$ cat src/hw/framer_pkg.sv
package framer_pkg;
  // Bus geometry
  localparam int APB_AW = 5;
  localparam int DW = 32;

  // Register byte offsets
  localparam logic [4:0] CTRL_OFS = 5'h00;
  localparam logic [4:0] WAIT_OFS = 5'h04;
  localparam logic [4:0] LEAD_OFS = 5'h08;
  localparam logic [4:0] TRAIL_OFS = 5'h0C;
  localparam logic [4:0] CHARS_OFS = 5'h10;
  localparam logic [4:0] STAT_OFS = 5'h14;
  localparam logic [4:0] MASK_OFS = 5'h18;

  // Control field positions
  localparam int CHK_EN_BIT = 0;
  localparam int LEAD_EN_BIT = 1;
  localparam int TRAIL_EN_BIT = 2;
  localparam int SWAP_BIT = 3;
  localparam int FBUS_BIT = 4;
  localparam int ACK_MODE_BIT = 5;
  localparam int LEAD_LEN_LSB = 8;
  localparam int TRAIL_LEN_LSB = 12;

  // Protocol character field positions
  localparam int STX_LSB = 0;
  localparam int ETX_LSB = 8;
  localparam int ACK_LSB = 16;
  localparam int NAK_LSB = 24;

  // Status field positions
  localparam int ST_SENT_BIT = 0;
  localparam int ST_REPLY_BIT = 1;
  localparam int ST_TMO_BIT = 2;
  localparam int ST_BUSY_BIT = 8;
  localparam int ST_WAIT_BIT = 9;
  localparam int EVT_W = 3;

  // Reset values
  localparam logic [31:0] CTRL_RST = 32'h0000_2104;
  localparam logic [7:0] WAIT_RST = 8'h0C;
  localparam logic [31:0] LEAD_RST = 32'h0000_000D;
  localparam logic [31:0] TRAIL_RST = 32'h0000_0A0D;
  localparam logic [31:0] CHARS_RST = 32'h1506_0000;
  localparam logic [2:0] MASK_RST = 3'h0;

  // Timing
  localparam int CLK_HZ = 250_000_000;
  localparam int WAIT_STEP_US = 1000;
  localparam int STEP_CYCLES = CLK_HZ / 1_000_000 * WAIT_STEP_US;

  // Frame sequencer states
  typedef enum logic [2:0] {
    S_IDLE, S_STX, S_LEAD, S_DATA, S_TRAIL, S_ETX, S_LRC, S_WAIT
  } frame_st_t;
endpackage

$ cat src/hw/message_framer.sv
`timescale 1ns/10ps
// Overview of operation
// - Host reply wait counted in one-millisecond steps, default twelve steps.
// - Wait limit 0..255; zero means wait forever for the reply.
// - Wait limit applies only in acknowledge mode with ACK, NAK, ETX enabled.
// - Check char is XOR of all chars after STX through ETX.
// - Check char appended last; host recomputes XOR and compares.
// - Check char enable bit, 0 off, 1 on, default off.
// - Enabled leading string of one to four chars precedes each message.
// - Leading string default disabled, default content carriage return.
// - Enabled trailing string of up to four chars follows each message.
// - Trailing string default enabled, default content CR then LF.
// - Byte swap setting for fieldbus decode data, default off.
// - Text fields accept any byte value 00 through FF.
// - Empty fields of a setting keep their current value.
// - Order: STX, leading, data, trailing, ETX, check char.
// - Check covers leading, trailing and ETX but never STX.
// - ACK default 06, NAK default 15, both configurable.
module message_framer #(
  parameter int STEP_CYCLES = framer_pkg::STEP_CYCLES
) (
  // Clock and reset
  input wire logic clk,
  input wire logic rst_n,
  // APB slave
  input wire logic psel,
  input wire logic penable,
  input wire logic pwrite,
  input wire logic [framer_pkg::APB_AW-1:0] paddr,
  input wire logic [framer_pkg::DW-1:0] pwdata,
  input wire logic [3:0] pstrb,
  output logic [framer_pkg::DW-1:0] prdata,
  output logic pready,
  output logic pslverr,
  // Decoded message in
  input wire logic msg_valid,
  input wire logic [7:0] msg_data,
  input wire logic msg_last,
  output logic msg_ready,
  // Characters to host serial port
  output logic tx_valid,
  output logic [7:0] tx_data,
  input wire logic tx_ready,
  // Host reply from protocol controller
  input wire logic host_reply,
  output logic reply_timeout,
  // Fieldbus settings
  output logic byte_swap_cmd,
  output logic fieldbus_enable_cmd,
  // Interrupt
  output logic irq
);
  import framer_pkg::*;

  if (STEP_CYCLES < 1) begin : g_chk
    $error("STEP_CYCLES must be at least one");
  end

  // Byte of a word by index
  function automatic logic [7:0] pick(input logic [31:0] w, input logic [1:0] i);
    pick = w[{i, 3'b000} +: 8];
  endfunction

  // Strobed merge of write data
  function automatic logic [31:0] merge(input logic [31:0] old,
                                        input logic [31:0] nw,
                                        input logic [3:0] be);
    logic [31:0] r;
    r = old;
    for (int b = 0; b < 4; b++) begin
      if (be[b]) begin
        r[b*8 +: 8] = nw[b*8 +: 8];
      end
    end
    merge = r;
  endfunction

  // Clamp a string length into 1..4 or 0..4
  function automatic logic [2:0] clamp_len(input logic [2:0] raw, input logic min1);
    if (raw > 3'd4) begin
      clamp_len = 3'd4;
    end else if (min1 && raw == 3'd0) begin
      clamp_len = 3'd1;
    end else begin
      clamp_len = raw;
    end
  endfunction

  // Registers
  logic [31:0] ctrl_q;
  logic [7:0] wait_q;
  logic [31:0] lead_q;
  logic [31:0] trail_q;
  logic [31:0] chars_q;
  logic [EVT_W-1:0] stat_q;
  logic [EVT_W-1:0] mask_q;

  // Bus decode
  logic acc;
  logic wr;
  logic rd;
  logic hit;

  assign acc = psel && penable;
  assign hit = (paddr == CTRL_OFS) || (paddr == WAIT_OFS) ||
               (paddr == LEAD_OFS) || (paddr == TRAIL_OFS) ||
               (paddr == CHARS_OFS) || (paddr == STAT_OFS) ||
               (paddr == MASK_OFS);
  assign wr = acc && pwrite && hit;
  assign rd = acc && !pwrite && hit;
  assign pready = 1'b1;
  assign pslverr = acc && !hit;

  // Decoded settings
  logic chk_en;
  logic lead_en;
  logic trail_en;
  logic ack_mode;
  logic [2:0] lead_len;
  logic [2:0] trail_len;
  logic [7:0] stx_ch;
  logic [7:0] etx_ch;
  logic [7:0] ack_ch;
  logic [7:0] nak_ch;

  assign chk_en = ctrl_q[CHK_EN_BIT];
  assign lead_en = ctrl_q[LEAD_EN_BIT];
  assign trail_en = ctrl_q[TRAIL_EN_BIT];
  assign ack_mode = ctrl_q[ACK_MODE_BIT];
  assign lead_len = clamp_len(ctrl_q[LEAD_LEN_LSB +: 3], 1'b1);
  assign trail_len = clamp_len(ctrl_q[TRAIL_LEN_LSB +: 3], 1'b0);
  assign stx_ch = chars_q[STX_LSB +: 8];
  assign etx_ch = chars_q[ETX_LSB +: 8];
  assign ack_ch = chars_q[ACK_LSB +: 8];
  assign nak_ch = chars_q[NAK_LSB +: 8];
  assign byte_swap_cmd = ctrl_q[SWAP_BIT];
  assign fieldbus_enable_cmd = ctrl_q[FBUS_BIT];

  // Setting registers; unstrobed lanes keep their value
  always_ff @(posedge clk) begin
    if (!rst_n) begin
      ctrl_q <= CTRL_RST;
      wait_q <= WAIT_RST;
      lead_q <= LEAD_RST;
      trail_q <= TRAIL_RST;
      chars_q <= CHARS_RST;
      mask_q <= MASK_RST;
    end else if (wr) begin
      unique case (paddr)
        CTRL_OFS: ctrl_q <= merge(ctrl_q, pwdata, pstrb);
        WAIT_OFS: begin
          if (pstrb[0]) begin
            wait_q <= pwdata[7:0];
          end
        end
        LEAD_OFS: lead_q <= merge(lead_q, pwdata, pstrb);
        TRAIL_OFS: trail_q <= merge(trail_q, pwdata, pstrb);
        CHARS_OFS: chars_q <= merge(chars_q, pwdata, pstrb);
        MASK_OFS: begin
          if (pstrb[0]) begin
            mask_q <= pwdata[EVT_W-1:0];
          end
        end
        default: ;
      endcase
    end
  end

  // Frame sequencer state
  frame_st_t st_q;
  frame_st_t st_d;
  logic [1:0] idx_q;
  logic [7:0] lrc_q;
  logic out_v_q;
  logic [7:0] out_d_q;
  logic free;
  logic emit;
  logic [7:0] emit_ch;
  logic seg_end;
  logic wait_need;
  logic stx_on;
  logic etx_on;
  logic trail_on;
  frame_st_t after_trail;
  frame_st_t after_etx;
  frame_st_t done_st;
  logic tmo;

  assign free = !out_v_q || tx_ready;
  assign stx_on = stx_ch != 8'h00;
  assign etx_on = etx_ch != 8'h00;
  assign trail_on = trail_en && (trail_len != 3'd0);
  assign wait_need = ack_mode && etx_on && (ack_ch != 8'h00) &&
                     (nak_ch != 8'h00);
  assign done_st = wait_need ? S_WAIT : S_IDLE;
  assign after_etx = chk_en ? S_LRC : done_st;
  assign after_trail = etx_on ? S_ETX : after_etx;
  assign msg_ready = (st_q == S_DATA) && free;
  assign tx_valid = out_v_q;
  assign tx_data = out_d_q;

  // Character offered in the current state
  always_comb begin
    emit = 1'b0;
    emit_ch = 8'h00;
    seg_end = 1'b1;
    unique case (st_q)
      S_STX: begin
        emit = free;
        emit_ch = stx_ch;
      end
      S_LEAD: begin
        emit = free;
        emit_ch = pick(lead_q, idx_q);
        seg_end = {1'b0, idx_q} == lead_len - 3'd1;
      end
      S_DATA: begin
        emit = free && msg_valid;
        emit_ch = msg_data;
        seg_end = msg_last;
      end
      S_TRAIL: begin
        emit = free;
        emit_ch = pick(trail_q, idx_q);
        seg_end = {1'b0, idx_q} == trail_len - 3'd1;
      end
      S_ETX: begin
        emit = free;
        emit_ch = etx_ch;
      end
      S_LRC: begin
        emit = free;
        emit_ch = lrc_q;
      end
      S_IDLE, S_WAIT: ;
    endcase
  end

  // Next state in transmit order
  always_comb begin
    st_d = st_q;
    unique case (st_q)
      S_IDLE: begin
        if (msg_valid) begin
          st_d = stx_on ? S_STX : (lead_en ? S_LEAD : S_DATA);
        end
      end
      S_STX: if (emit) st_d = lead_en ? S_LEAD : S_DATA;
      S_LEAD: if (emit && seg_end) st_d = S_DATA;
      S_DATA: begin
        if (emit && seg_end) begin
          st_d = trail_on ? S_TRAIL : after_trail;
        end
      end
      S_TRAIL: if (emit && seg_end) st_d = after_trail;
      S_ETX: if (emit) st_d = after_etx;
      S_LRC: if (emit) st_d = done_st;
      S_WAIT: if (host_reply || tmo) st_d = S_IDLE;
    endcase
  end

  // State register
  always_ff @(posedge clk) begin
    if (!rst_n) begin
      st_q <= S_IDLE;
    end else begin
      st_q <= st_d;
    end
  end

  // Index within leading and trailing strings
  always_ff @(posedge clk) begin
    if (!rst_n || st_d != st_q) begin
      idx_q <= 2'd0;
    end else if (emit) begin
      idx_q <= idx_q + 2'd1;
    end
  end

  // Running XOR of every char after STX up to the check char
  always_ff @(posedge clk) begin
    if (!rst_n || st_q == S_IDLE) begin
      lrc_q <= 8'h00;
    end else if (emit && st_q != S_STX && st_q != S_LRC) begin
      lrc_q <= lrc_q ^ emit_ch;
    end
  end

  // One-character output register
  always_ff @(posedge clk) begin
    if (!rst_n) begin
      out_v_q <= 1'b0;
      out_d_q <= 8'h00;
    end else if (emit) begin
      out_v_q <= 1'b1;
      out_d_q <= emit_ch;
    end else if (tx_ready) begin
      out_v_q <= 1'b0;
    end
  end

  // Host reply wait timer
  logic wait_start;

  assign wait_start = (st_q != S_WAIT) && (st_d == S_WAIT);

  reply_timer #(
    .STEP_CYCLES(STEP_CYCLES)
  ) u_timer (
    .clk(clk),
    .rst_n(rst_n),
    .start(wait_start),
    .stop(host_reply && st_q == S_WAIT),
    .limit(wait_q),
    .timeout(tmo)
  );

  assign reply_timeout = tmo && st_q == S_WAIT;

  // Sticky events; a read clears only the bits it reported, a new event wins
  logic [EVT_W-1:0] evt;

  assign evt[ST_SENT_BIT] = (st_q != S_IDLE) && (st_q != S_WAIT) &&
                            (st_d == S_IDLE || st_d == S_WAIT);
  assign evt[ST_REPLY_BIT] = host_reply && st_q == S_WAIT;
  assign evt[ST_TMO_BIT] = reply_timeout;

  always_ff @(posedge clk) begin
    if (!rst_n) begin
      stat_q <= '0;
    end else if (rd && paddr == STAT_OFS) begin
      stat_q <= (stat_q & ~prdata[EVT_W-1:0]) | evt;
    end else begin
      stat_q <= stat_q | evt;
    end
  end

  // Interrupt level
  always_ff @(posedge clk) begin
    if (!rst_n) begin
      irq <= 1'b0;
    end else begin
      irq <= |(stat_q & mask_q);
    end
  end

  // Read data register
  always_ff @(posedge clk) begin
    if (!rst_n) begin
      prdata <= '0;
    end else if (psel && !penable && !pwrite) begin
      prdata <= '0;
      unique case (paddr)
        CTRL_OFS: prdata <= ctrl_q;
        WAIT_OFS: prdata <= {24'h0, wait_q};
        LEAD_OFS: prdata <= lead_q;
        TRAIL_OFS: prdata <= trail_q;
        CHARS_OFS: prdata <= chars_q;
        STAT_OFS: begin
          prdata[EVT_W-1:0] <= stat_q;
          prdata[ST_BUSY_BIT] <= st_q != S_IDLE;
          prdata[ST_WAIT_BIT] <= st_q == S_WAIT;
        end
        MASK_OFS: prdata[EVT_W-1:0] <= mask_q;
        default: ;
      endcase
    end
  end
endmodule

$ cat src/hw/reply_timer.sv
`timescale 1ns/10ps
module reply_timer #(
  parameter int STEP_CYCLES = framer_pkg::STEP_CYCLES
) (
  // Clock and reset
  input wire logic clk,
  input wire logic rst_n,
  // Control
  input wire logic start,
  input wire logic stop,
  input wire logic [7:0] limit,
  // Result
  output logic timeout
);
  import framer_pkg::*;

  localparam int PW = $clog2(STEP_CYCLES + 1);

  if (STEP_CYCLES < 1) begin : g_chk
    $error("STEP_CYCLES must be at least one");
  end

  logic run_q;
  logic [PW-1:0] pre_q;
  logic [7:0] steps_q;
  logic [7:0] lim_q;
  logic tick;
  logic expire;

  // One-cycle enable every millisecond step
  assign tick = run_q && (pre_q == PW'(STEP_CYCLES - 1));
  assign expire = tick && (lim_q != 8'h00) && (steps_q == lim_q - 8'h01);

  // Run flag and latched limit
  always_ff @(posedge clk) begin
    if (!rst_n) begin
      run_q <= 1'b0;
      lim_q <= 8'h00;
    end else if (start) begin
      run_q <= 1'b1;
      lim_q <= limit;
    end else if (stop || expire) begin
      run_q <= 1'b0;
    end
  end

  // Step divider and step counter, cleared on start and expiry
  always_ff @(posedge clk) begin
    if (!rst_n || start || expire || !run_q) begin
      pre_q <= '0;
      steps_q <= 8'h00;
    end else if (tick) begin
      pre_q <= '0;
      if (lim_q != 8'h00) begin
        steps_q <= steps_q + 8'h01;
      end
    end else begin
      pre_q <= pre_q + PW'(1);
    end
  end

  // Single-cycle expiry pulse
  always_ff @(posedge clk) begin
    if (!rst_n) begin
      timeout <= 1'b0;
    end else begin
      timeout <= expire && !stop;
    end
  end
endmodule

$ cat config.mk
export PLATFORM = sky130hd
export DESIGN_NAME = message_framer
export DESIGN_NICKNAME = d
export VERILOG_FILES = /design/src/hw/framer_pkg.sv /design/src/hw/message_framer.sv /design/src/hw/reply_timer.sv
export SDC_FILE = /design/constraint.sdc
export NUM_CORES = 1
export LEC_CHECK = 0
export ABC_AREA = 1
export BUFFER_PORTS_ARGS = -buffer_cell sky130_fd_sc_hd__buf_2
export CAP_MARGIN = 20
export CELL_PAD_IN_SITES_DETAIL_PLACEMENT = 0
export CELL_PAD_IN_SITES_GLOBAL_PLACEMENT = 1
export CORE_ASPECT_RATIO = 1.5
export CORE_MARGIN = 2
export CORE_UTILIZATION = 43
export CTS_CLUSTER_SIZE = 12
export DETAILED_ROUTE_END_ITERATION = 12
export GPL_TIMING_DRIVEN = 0
export PLACE_DENSITY_LB_ADDON = 0.12
export SETUP_SLACK_MARGIN = 0.4
export SLEW_MARGIN = 20
export SYNTH_ARGS = -nofsm -noshare
export SYNTH_HDL_FRONTEND = slang
export SYNTH_HIERARCHICAL = 1
export SYNTH_SLANG_ARGS = --single-unit
$ cat constraint.sdc
create_clock -name clk -period 4.35 [get_ports clk]
set_input_delay 0.435 -clock clk [delete_from_list [all_inputs] [get_ports clk]]
set_output_delay 0.435 -clock clk [all_outputs]
set_load 0.005 [all_outputs]
==> results.py, run 1 <==
metrics = {
    "outcome": {
        "status": "complete, no violations",
    },
    "yosys": {
        "ys_seq_elements": 233,
        "ys_seq_area_share_pct": 41.6,
        "synth_nets": 1646,
        "ys_warn_count": 6,
        "syn_area_mm2": 0.0112,
        "yosys.cell_types.count": 46,
        "synthesis.instances": 1584,
        "postSynthAreaPerCell_um2": 7.09,
    },
    "global_route": {
        "grt-busiest-layer": "met2",
        "grt_max_degree": 13,
        "met3_usage_pct": 3.01,
        "grt_pass1_vias": 11000,
        "grt_pass1_wl_um": 62000,
        "grt.overflow.total": 0,
        "grt_antenna_before_repair": 0,
        "grtUsageMet1_pct": 32.2,
        "grtUsageMet2_pct": 54.6,
        "grt_usage_pct": 29.5,
    },
    "cells_and_area": {
        "stdcell_area_mm2": 0.0130,
        "area_delta_synth_final_pct": 15.8,
        "nNetsFinal": 1777,
        "n_fill_cell": 2723,
        "n_antenna_cell": 0,
        "fin_cells": 2064,
        "drive_above_1_share_pct": 12.8,
    },
    "pwr": {
        "leakagePower_nw": 5.00,
        "ir_drop_mv": 0.322,
        "power_density_mw_per_mm2": 493,
    },
    "clocking": {
        "clk_latency_ns": 0.55,
        "clkTransAtPathRegs_ns": 0.06,
        "cts_hold_buffers": 0,
        "clock_sinks": 233,
        "cts.path.max_buffers": 3,
        "numCtsBuffers": 25,
        "cts_max_level": 1,
        "cts-root-buf": "clkbuf_16",
        "cts_tree": "yes",
    },
    "timing": {
        "final_max_slew_viol_count": 0,
        "timing.hold.ws_ns": 0.178,
        "worst_pin_slew_ns": 1.24,
        "fin_setup_tns_ns": 0,
        "fmax_mhz": 279,
        "fin_crit_sh_pct": 82.5,
        "min_period_ns": 3.59,
        "hold_violations": 0,
        "setup_viol": 0,
        "postLayoutSetupSlackWorst_ns": 0.760,
        "finalClockSkew_ns": 0.0271,
        "rsz0062_at_grt": "false",
        "slew_headroom_pct": 16.8,
    },
    "hold_path": {
        "worstHoldEndpoint": "chars_q[26]",
        "hold_class": "input port to flip-flop",
        "min_from": "pwdata[26]",
        "holdPathStages": 3,
    },
    "placement": {
        "io_buffers": 104,
        "dp.cells": 2021,
        "pre_cts_ws_ns": 0.306,
        "gp_congestion": 0.936,
        "dpl.hpwl_um": 31000,
        "placed_area_mm2": 0.0122,
    },
    "setup_path": {
        "endpoint_kind": "flip-flop",
        "crit_buf_inv": 7,
        "required_ns": 4.76,
        "slowest_delay_ns": 0.31,
        "r2r_slack_ns": 0.76,
        "crit_family": "simple AND/OR/NAND/NOR gates",
        "reg2reg_from": "st_q[1]",
        "cp_cell_sequence": "buf_6 -> nor2_4 -> nand2_2 -> buf_6 -> clkbuf_4 -> o31ai_2 -> inv_1 -> ha_1 -> inv_1 -> nand2_1 -> nand2_1 -> a21oi_2 -> nand3_1 -> o21ai_4 -> nand3_1 -> nand2_1 -> inv_1 -> a21oi_1 -> nand3_2 -> nor2_4 -> nor3_2 -> nand3_4 -> buf_12 -> nor2_4",
        "r2r_cells": 24,
        "cp.arrival_ns": 4.00,
        "reg2reg_to": "u_timer/pre_q[16]",
        "cp_max_fo": 10,
        "critPathLaunchType": "flip-flop",
        "crit_type": "flip-flop to flip-flop",
        "slowest_stage": "dfxtp_1",
    },
    "die": {
        "die_x_um": 136,
        "die-height_um": 202,
        "dieArea_mm2": 0.0274,
        "rows": 72,
        "core_region_area_mm2": 0.0258,
        "initial_core_util_pct": 43.6,
        "num_io_pins": 106,
    },
    "routing": {
        "drt_pass1_iterations": 6,
        "vias_per_cell": 5.45,
        "wl_um": 40700,
        "drt-wirelength-per-cell_um": 19.7,
        "drt_iter0_drc": 687,
        "drc": 0,
        "ant_nets": 0,
        "num_vias": 11200,
    },
    "run": {
        "cap_violations": 0,
    },
}
[final cells by class]
class                   instances  area (um2)  area share [%]
well taps                     333         417            3.21
inverters                     229         860            6.62
flip-flops and latches        233        4670            35.9
clock buffers                  39         748            5.76
repair buffers                104         520            4.01
plain buffers                  69         305            2.35
multi-input cells            1053        5430            41.8
clock inverters                 4        48.8           0.376
[stage by stage]
stage                     utilization, %  total power, mW
after detailed placement            47.2             4.28
final                               50.4             6.40
after CTS                           50.3             6.38
after global routing                50.4             6.75
after global placement              47.2             4.27
after floorplan                        -             3.71
[what timing repair did]
item	4_1_cts	5_1_grt
gates resized for setup	2	11
buffers inserted	0	0
endpoints found under the setup margin	22	35
pin swaps	0	1
[where the power goes]
group	switching, mW	internal, mW
registers	0.0865	2.24
logic	1.36	0.608
clock network	0.884	1.23
[cells by family after synthesis]
family,after synthesis,share of synthesized area (%)
flops,233,41.6
buf+inv,298,10.3
other cells,1,0.0334
simple gates,476,19.3
fa+ha+maj,4,0.446
compound gates,546,26.3
xor+xnor,26,2.03
[layer usage]
layer  routed length, um  up-vias
li1                    -     5552
met1               15300     5225
met2               21100      350
met3                1860      115
met4                2500        0
met5                   0        -
[state kept, by name, summed over array words and instances (netlist names)]
| name | count |
|---|---|
| st_q | 3 |
| lrc_q | 8 |
| wait_q | 8 |
| u_timer/run_q | 1 |
| trail_q | 32 |
| irq | 1 |
| stat_q | 3 |
| u_timer/steps_q | 8 |
| u_timer/lim_q | 8 |
| u_timer/timeout | 1 |
| prdata | 32 |
| mask_q | 3 |
| tx_valid | 1 |
| u_timer/pre_q | 18 |
| lead_q | 32 |
| ctrl_q | 32 |
| idx_q | 2 |
| tx_data | 8 |
| chars_q | 32 |
[worst max path at each step]
stage                                    to  slack [ns]  cells past startpoint  startpoint
after floorplan           u_timer/pre_q[11]        1.09                     23     st_q[1]
final                     u_timer/pre_q[16]        0.76                     24     st_q[1]
after detailed placement   u_timer/lim_q[6]        0.31                     24     st_q[0]
after global routing       u_timer/lim_q[6]        0.40                     24     st_q[1]
after CTS                  u_timer/pre_q[7]        0.47                     23     st_q[1]
after global placement     u_timer/lim_q[6]        0.32                     24     st_q[0]
[worst register-to-register path: stages (launching register included)]
cell and delay, ns:
dfxtp_1 0.31, buf_6 0.13, nor2_4 0.17, nand2_2 0.08, buf_6 0.17, clkbuf_4 0.21, o31ai_2 0.20, inv_1 0.07
ha_1 0.29, inv_1 0.04, nand2_1 0.05, nand2_1 0.06, a21oi_2 0.09, nand3_1 0.12, o21ai_4 0.21, nand3_1 0.13
nand2_1 0.08, inv_1 0.05, a21oi_1 0.18, nand3_2 0.14, nor2_4 0.18, nor3_2 0.09, nand3_4 0.16, buf_12 0.20
nor2_4 0.04
[synthesized netlist by cell type (all sizes together)]
master | n | area [um2]
inv | 223 | 837
o211ai | 12 | 90.1
or2 | 2 | 12.5
clkinv | 6 | 22.5
nand3 | 71 | 383
o21ai | 239 | 1210
buf | 11 | 82.6
conb | 1 | 3.75
ha | 4 | 50.1
xnor2 | 5 | 43.8
a21boi | 1 | 7.51
a21oi | 207 | 1040
nand3b | 2 | 15.0
o31ai | 3 | 22.5
xor2 | 21 | 184
nor4 | 3 | 25.0
a211oi | 1 | 7.51
nor3 | 13 | 75.1
o2111ai | 2 | 17.5
clkbuf | 58 | 218
o21bai | 10 | 78.8
dfxtp | 233 | 4660
nor2 | 174 | 801
a221oi | 10 | 87.6
nand2 | 199 | 785
nand4 | 12 | 75.1
o221ai | 1 | 8.76
o22ai | 60 | 375
[cells in the final DEF (no fill, tap or decap), drive strengths merged]
master and instances:
a211oi 1, a21boi 1, a21oi 207, a221oi 10
buf 116, bufinv 1, clkbuf 96, clkinv 8
conb 1, dfxtp 233, ha 4, inv 224
nand2 199, nand3 71, nand3b 2, nand4 12
nor2 174, nor3 13, nor4 3, o2111ai 2
o211ai 12, o21ai 239, o21bai 10, o221ai 1
o22ai 60, o31ai 3, or2 2, xnor2 5
xor2 21
(Power assumes the default switching activity.)
==> inputs of run 2 (changes only) <==
- clock period: 4.35 -> 3.4 ns (I/O delays scaled with it)
==> run 2 against run 1 <==
Effect of this change: setup slack got worse by 0.62 ns; via count rose by 1.2%; non-clock buffer count rose by 13; clock power rose by 20%; clock-buffer cell count fell by 1; largest cell class unchanged; register-to-register slack got worse by 0.62 ns; clock skew fell by 0.0062 ns.
==> results.py, run 2 (synthesis results as in run 1) <==
metrics = {
    "hold_path": {
        "hold_class": "input port to flip-flop",
        "min_from": "pwdata[28]",
        "holdPathStages": 3,
        "worstHoldEndpoint": "chars_q[28]",
    },
    "cells_and_area": {
        "mostFrequentLayoutCell": "dfxtp_1",
        "drive_above_1_share_pct": 15.8,
        "fin_cells": 2076,
        "n_antenna_cell": 0,
        "nNetsFinal": 1790,
        "seq_area_mm2": 0.00467,
        "layout_common_cells": "dfxtp_1 (230), o21ai_0 (221), inv_1 (210), a21oi_1 (192), nand2_1 (179)",
        "n_fill_cell": 2676,
        "multiInputGateArea_mm2": 0.00562,
        "area_delta_synth_final_pct": 18.5,
    },
    "setup_path": {
        "slowest_stage": "dfxtp_2",
        "critPathLaunchType": "flip-flop",
        "crit_top_cell": "nand2_2",
        "cp_max_fo": 7,
        "reg2reg_from": "st_q[1]",
        "r2r_slack_ns": 0.14,
        "r2r_cells": 24,
        "crit_type": "flip-flop to flip-flop",
        "reg2reg_to": "u_timer/pre_q[4]",
        "cp.arrival_ns": 3.73,
        "endpoint_kind": "flip-flop",
        "slowest_delay_ns": 0.31,
        "cp_cell_sequence": "buf_6 -> nor2_4 -> nand2_2 -> buf_8 -> clkbuf_16 -> o31ai_4 -> inv_2 -> ha_4 -> inv_2 -> nand2_2 -> nand2_2 -> a21oi_2 -> nand3_2 -> o21ai_4 -> buf_6 -> nand3_2 -> nand2_2 -> a21oi_2 -> nand3_2 -> nor2_4 -> nor3_4 -> nand3_4 -> buf_6 -> nor2_1",
        "required_ns": 3.87,
    },
    "pwr": {
        "ir_drop_mv": 0.406,
        "power_density_mw_per_mm2": 629,
        "pwr-share-seq_pct": 35.6,
        "power.share.switching_pct": 37.1,
        "power_frac_clock_pct": 30.5,
        "leakagePower_nw": 5.07,
        "power_switching_mw": 3.11,
        "pwr-share-comb_pct": 34.0,
        "p_int_mw": 5.26,
    },
    "clocking": {
        "cts.path.max_buffers": 3,
        "clock_sinks": 233,
        "clk_latency_ns": 0.55,
        "cts-root-buf": "clkbuf_16",
        "cts_max_level": 1,
        "clkTransAtPathRegs_ns": 0.06,
        "cts_tree": "yes",
        "numCtsBuffers": 25,
    },
    "global_route": {
        "grt_pass1_vias": 10900,
        "grt.overflow.total": 0,
        "grt_pass1_wl_um": 61200,
        "grt_usage_pct": 29.4,
        "grt_antenna_before_repair": 0,
        "grt_max_degree": 13,
    },
    "timing": {
        "min_period_ns": 3.26,
        "slew_headroom_pct": 26.4,
        "worst_pin_slew_ns": 1.09,
        "hold_violations": 0,
        "final_max_slew_viol_count": 0,
        "finalClockSkew_ns": 0.0209,
        "fin_crit_sh_pct": 96.0,
        "postLayoutSetupSlackWorst_ns": 0.137,
        "setup_viol": 0,
        "fmax_mhz": 306,
        "rsz0062_at_grt": "true",
    },
    "placement": {
        "pre_cts_ws_ns": -0.203,
        "gp_congestion": 0.936,
        "dp.cells": 2021,
        "dpl.hpwl_um": 31000,
        "io_buffers": 104,
    },
    "die": {
        "initial_core_util_pct": 43.6,
        "rows": 72,
        "core_region_area_mm2": 0.0258,
        "die-height_um": 202,
        "die_x_um": 136,
        "num_io_pins": 106,
        "dieArea_mm2": 0.0274,
    },
    "routing": {
        "vias_per_cell": 5.48,
        "ant_nets": 0,
        "drt_pass1_iterations": 6,
        "drt_iter0_drc": 734,
        "drc": 0,
        "num_vias": 11400,
        "drt-wirelength-per-cell_um": 19.6,
        "wl_um": 40700,
    },
    "run": {
        "cap_violations": 0,
    },
    "outcome": {
        "status": "complete, no violations",
    },
}
run 2: layout make-up:
| cell class | instances | share of cell area, % |
|---|---|---|
| Clock buffer | 38 | 5.30 |
| Tap cell | 333 | 3.13 |
| Buffer | 69 | 2.53 |
| Clock inverter | 4 | 0.226 |
| Inverter | 229 | 6.50 |
| Sequential cell | 233 | 35.1 |
| Multi-Input combinational cell | 1053 | 42.3 |
| Timing Repair Buffer | 117 | 4.94 |
run 2: worst max-delay path, delay by kind of cell (launching register included):
kind | cells | cell delay, ns
buf+inv | 7 | 0.79
compound gates | 4 | 0.58
fa+ha+maj | 1 | 0.27
simple gates | 12 | 1.19
flops | 1 | 0.31
run 2: worst max path at each step:
stage / from / end / slack [ns] / depth (start not counted)
after floorplan: st_q[1] / u_timer/pre_q[10] / 0.34 / 24
after global placement: st_q[0] / u_timer/pre_q[15] / -0.22 / 23
after detailed placement: st_q[0] / u_timer/pre_q[13] / -0.20 / 23
after CTS: st_q[1] / u_timer/lim_q[0] / 0.11 / 24
after global routing: st_q[1] / u_timer/pre_q[14] / -0.01 / 24
final: st_q[1] / u_timer/pre_q[4] / 0.14 / 24
run 2: metrics by stage:
| stage | setup TNS, ns | total power, mW | util (%) | cell area (um2) | hold WS (ns) |
|---|---|---|---|---|---|
| floorplan | 0 | 4.78 | - | 11300 | 0.430 |
| detailed placement | -4.15 | 5.52 | 47.4 | 12200 | 0.449 |
| global placement | -4.49 | 5.50 | 47.4 | 12200 | 0.443 |
| global route | -0.0664 | 8.82 | 51.6 | 13300 | 0.101 |
| finish | 0 | 8.37 | 51.6 | 13300 | 0.0945 |
| CTS | 0 | 8.24 | 51.1 | 13200 | 0.0738 |
run 2: what timing repair did:
action                     4_1_cts  5_1_grt
setup buffers                    9        2
gates cloned                     2        0
hold buffers                     0        0
resized for setup               27       44
setup endpoints to repair       38       39
pin swaps                       12       19
run 2: per-layer routing:
metal | up-vias | wire length (um) | GRT usage, %
met4 | 0 | 2970 | 19.3
met2 | 399 | 20900 | 53.6
li1 | 5591 | - | -
met1 | 5259 | 14700 | 31.4
met3 | 127 | 2130 | 3.44
met5 | - | 0 | 0
run 2: power by group through the flow:
| stage | sequential, mW | combinational (mW) | clock, mW |
|---|---|---|---|
| global placement | 3.03 | 2.47 | 0 |
| CTS | 2.97 | 2.67 | 2.60 |
| floorplan | 3.01 | 1.78 | 0 |
| global route | 2.99 | 3.13 | 2.70 |
| detailed placement | 3.03 | 2.49 | 0 |
| finish | 2.97 | 2.84 | 2.55 |
==> inputs of run 3 (changes only) <==
- CORE_UTILIZATION: 43 -> 35
==> run 3 against run 2 <==
Effect of this change: sequential power hardly changed; register-to-register slack worse by 0.02 ns; clock skew is 0.010 ns lower; non-clock buffer count is 3 higher; power is 4.6% higher; global-route usage is 3.4 points lower; hold slack worse by 0.0094 ns; flip-flop and latch count stayed put; via count hardly changed; critical path type unchanged.
==> results.py, run 3 (synthesis results as in run 1) <==
metrics = {
    "setup_path": {
        "endpoint_kind": "flip-flop",
        "cp_max_fo": 5,
        "slowest_stage": "dfxtp_2",
        "crit_buf_inv": 9,
        "cp.arrival_ns": 3.72,
        "crit_type": "flip-flop to flip-flop",
        "critPathLaunchType": "flip-flop",
        "crit_family": "simple AND/OR/NAND/NOR gates",
        "required_ns": 3.83,
        "r2r_slack_ns": 0.12,
        "slowest_delay_ns": 0.31,
    },
    "cells_and_area": {
        "area_delta_synth_final_pct": 20.3,
        "mostFrequentLayoutCell": "dfxtp_1",
        "utilization_pct": 42.5,
        "n_antenna_cell": 0,
        "stdcell_area_mm2": 0.0135,
        "layout_common_cells": "dfxtp_1 (230), o21ai_0 (223), inv_1 (209), a21oi_1 (203), nand2_1 (179)",
        "drive_above_1_share_pct": 15.5,
        "nNetsFinal": 1794,
    },
    "routing": {
        "num_vias": 11400,
        "ant_nets": 0,
        "drc": 0,
        "drt_pass1_iterations": 6,
        "drt_iter0_drc": 593,
        "drt-wirelength-per-cell_um": 20.3,
        "wl_um": 43900,
        "vias_per_cell": 5.27,
    },
    "timing": {
        "postLayoutSetupSlackWorst_ns": 0.115,
        "hold_violations": 0,
        "fin_setup_tns_ns": 0,
        "final_max_slew_viol_count": 0,
        "fin_crit_sh_pct": 96.6,
        "rsz0062_at_grt": "true",
        "min_period_ns": 3.28,
        "setup_viol": 0,
        "finalClockSkew_ns": 0.0108,
        "worst_pin_slew_ns": 1.15,
        "slew_headroom_pct": 22.6,
        "fmax_mhz": 304,
    },
    "clocking": {
        "cts_max_level": 1,
        "cts.path.max_buffers": 3,
        "cts_tree": "yes",
        "cts_hold_buffers": 0,
        "clk_latency_ns": 0.55,
        "clock_sinks": 233,
        "cts-root-buf": "clkbuf_16",
        "numCtsBuffers": 26,
        "clkTransAtPathRegs_ns": 0.06,
    },
    "global_route": {
        "grt_max_degree": 13,
        "grt_pass1_wl_um": 65700,
        "grt_antenna_before_repair": 0,
        "grt_usage_pct": 26.0,
        "grt.overflow.total": 0,
        "grt_pass1_vias": 11100,
    },
    "placement": {
        "pre_cts_ws_ns": -0.251,
        "dpl.hpwl_um": 33200,
        "placed_area_mm2": 0.0123,
        "gp_congestion": 0.930,
        "io_buffers": 104,
    },
    "die": {
        "die_x_um": 150,
        "num_io_pins": 106,
        "initial_core_util_pct": 35.4,
        "dieArea_mm2": 0.0335,
        "die-height_um": 223,
        "core_region_area_mm2": 0.0317,
        "rows": 80,
    },
    "pwr": {
        "power_density_mw_per_mm2": 649,
        "p_total_mw": 8.75,
        "leakagePower_nw": 5.16,
        "ir_drop_mv": 0.334,
    },
    "run": {
        "cap_violations": 0,
    },
    "hold_path": {
        "hold_class": "input port to flip-flop",
    },
    "outcome": {
        "status": "complete, no violations",
    },
}
==> run 3: path summary, 6_finish.rpt <==
| kind | end | cells after the start | start |
|---|---|---|---|
| worst max-delay path | u_timer/pre_q[11] | 26 | st_q[1] |
| worst min-delay path | chars_q[18] | 3 | pwdata[18] |
| worst max register to register | u_timer/pre_q[11] | 26 | st_q[1] |
| worst min register to register | ctrl_q[28] | 2 | ctrl_q[28] |
==> run 3: through the flow <==
stage,std cells,hold WS (ns)
detailed placement,2098,0.447
CTS,2157,0.0623
floorplan,1584,0.430
global route,2160,0.0916
finish,2160,0.0851
global placement,2098,0.446
==> run 3: layer usage <==
layer / part of all wire, % / GRT usage (%) / vias to the layer above / wire, um
li1: - / - / 5595 / -
met1: 37 / 28.2 / 5336 / 16400
met2: 51 / 47.6 / 322 / 22600
met3: 4.5 / 3.07 / 124 / 1980
met4: 6.8 / 15.4 / 0 / 2990
met5: 0 / 0 / - / 0
==> run 3: cell type report <==
class                      count  area [um2]
timing repair buffer         120         709
tap                          410         513
clock inverter                 9        70.1
fill                        3350       18200
buffer                        69         337
sequential                   233        4670
multi-input combinational   1053        5570
inverter                     229         865
clock buffer                  37         763
==> run 3: timing repair <==
item / CTS / global route
gates cloned: 2 / 0
setup buffers: 11 / 3
resized for setup: 24 / 28
pin swaps: 12 / 12
setup endpoints to repair: 38 / 38
==> run 3: report_power, final <==
part           internal, mW  total (mW)  switching (mW)
logic                  1.02        2.94            1.92
clock network          1.63        2.83            1.20
registers              2.86        2.98           0.114
==> run 3: worst min-delay path, stage by stage <==
cell and delay [ns]:
buf_2 0.12, nand2_1 0.06, o211ai_1 0.06
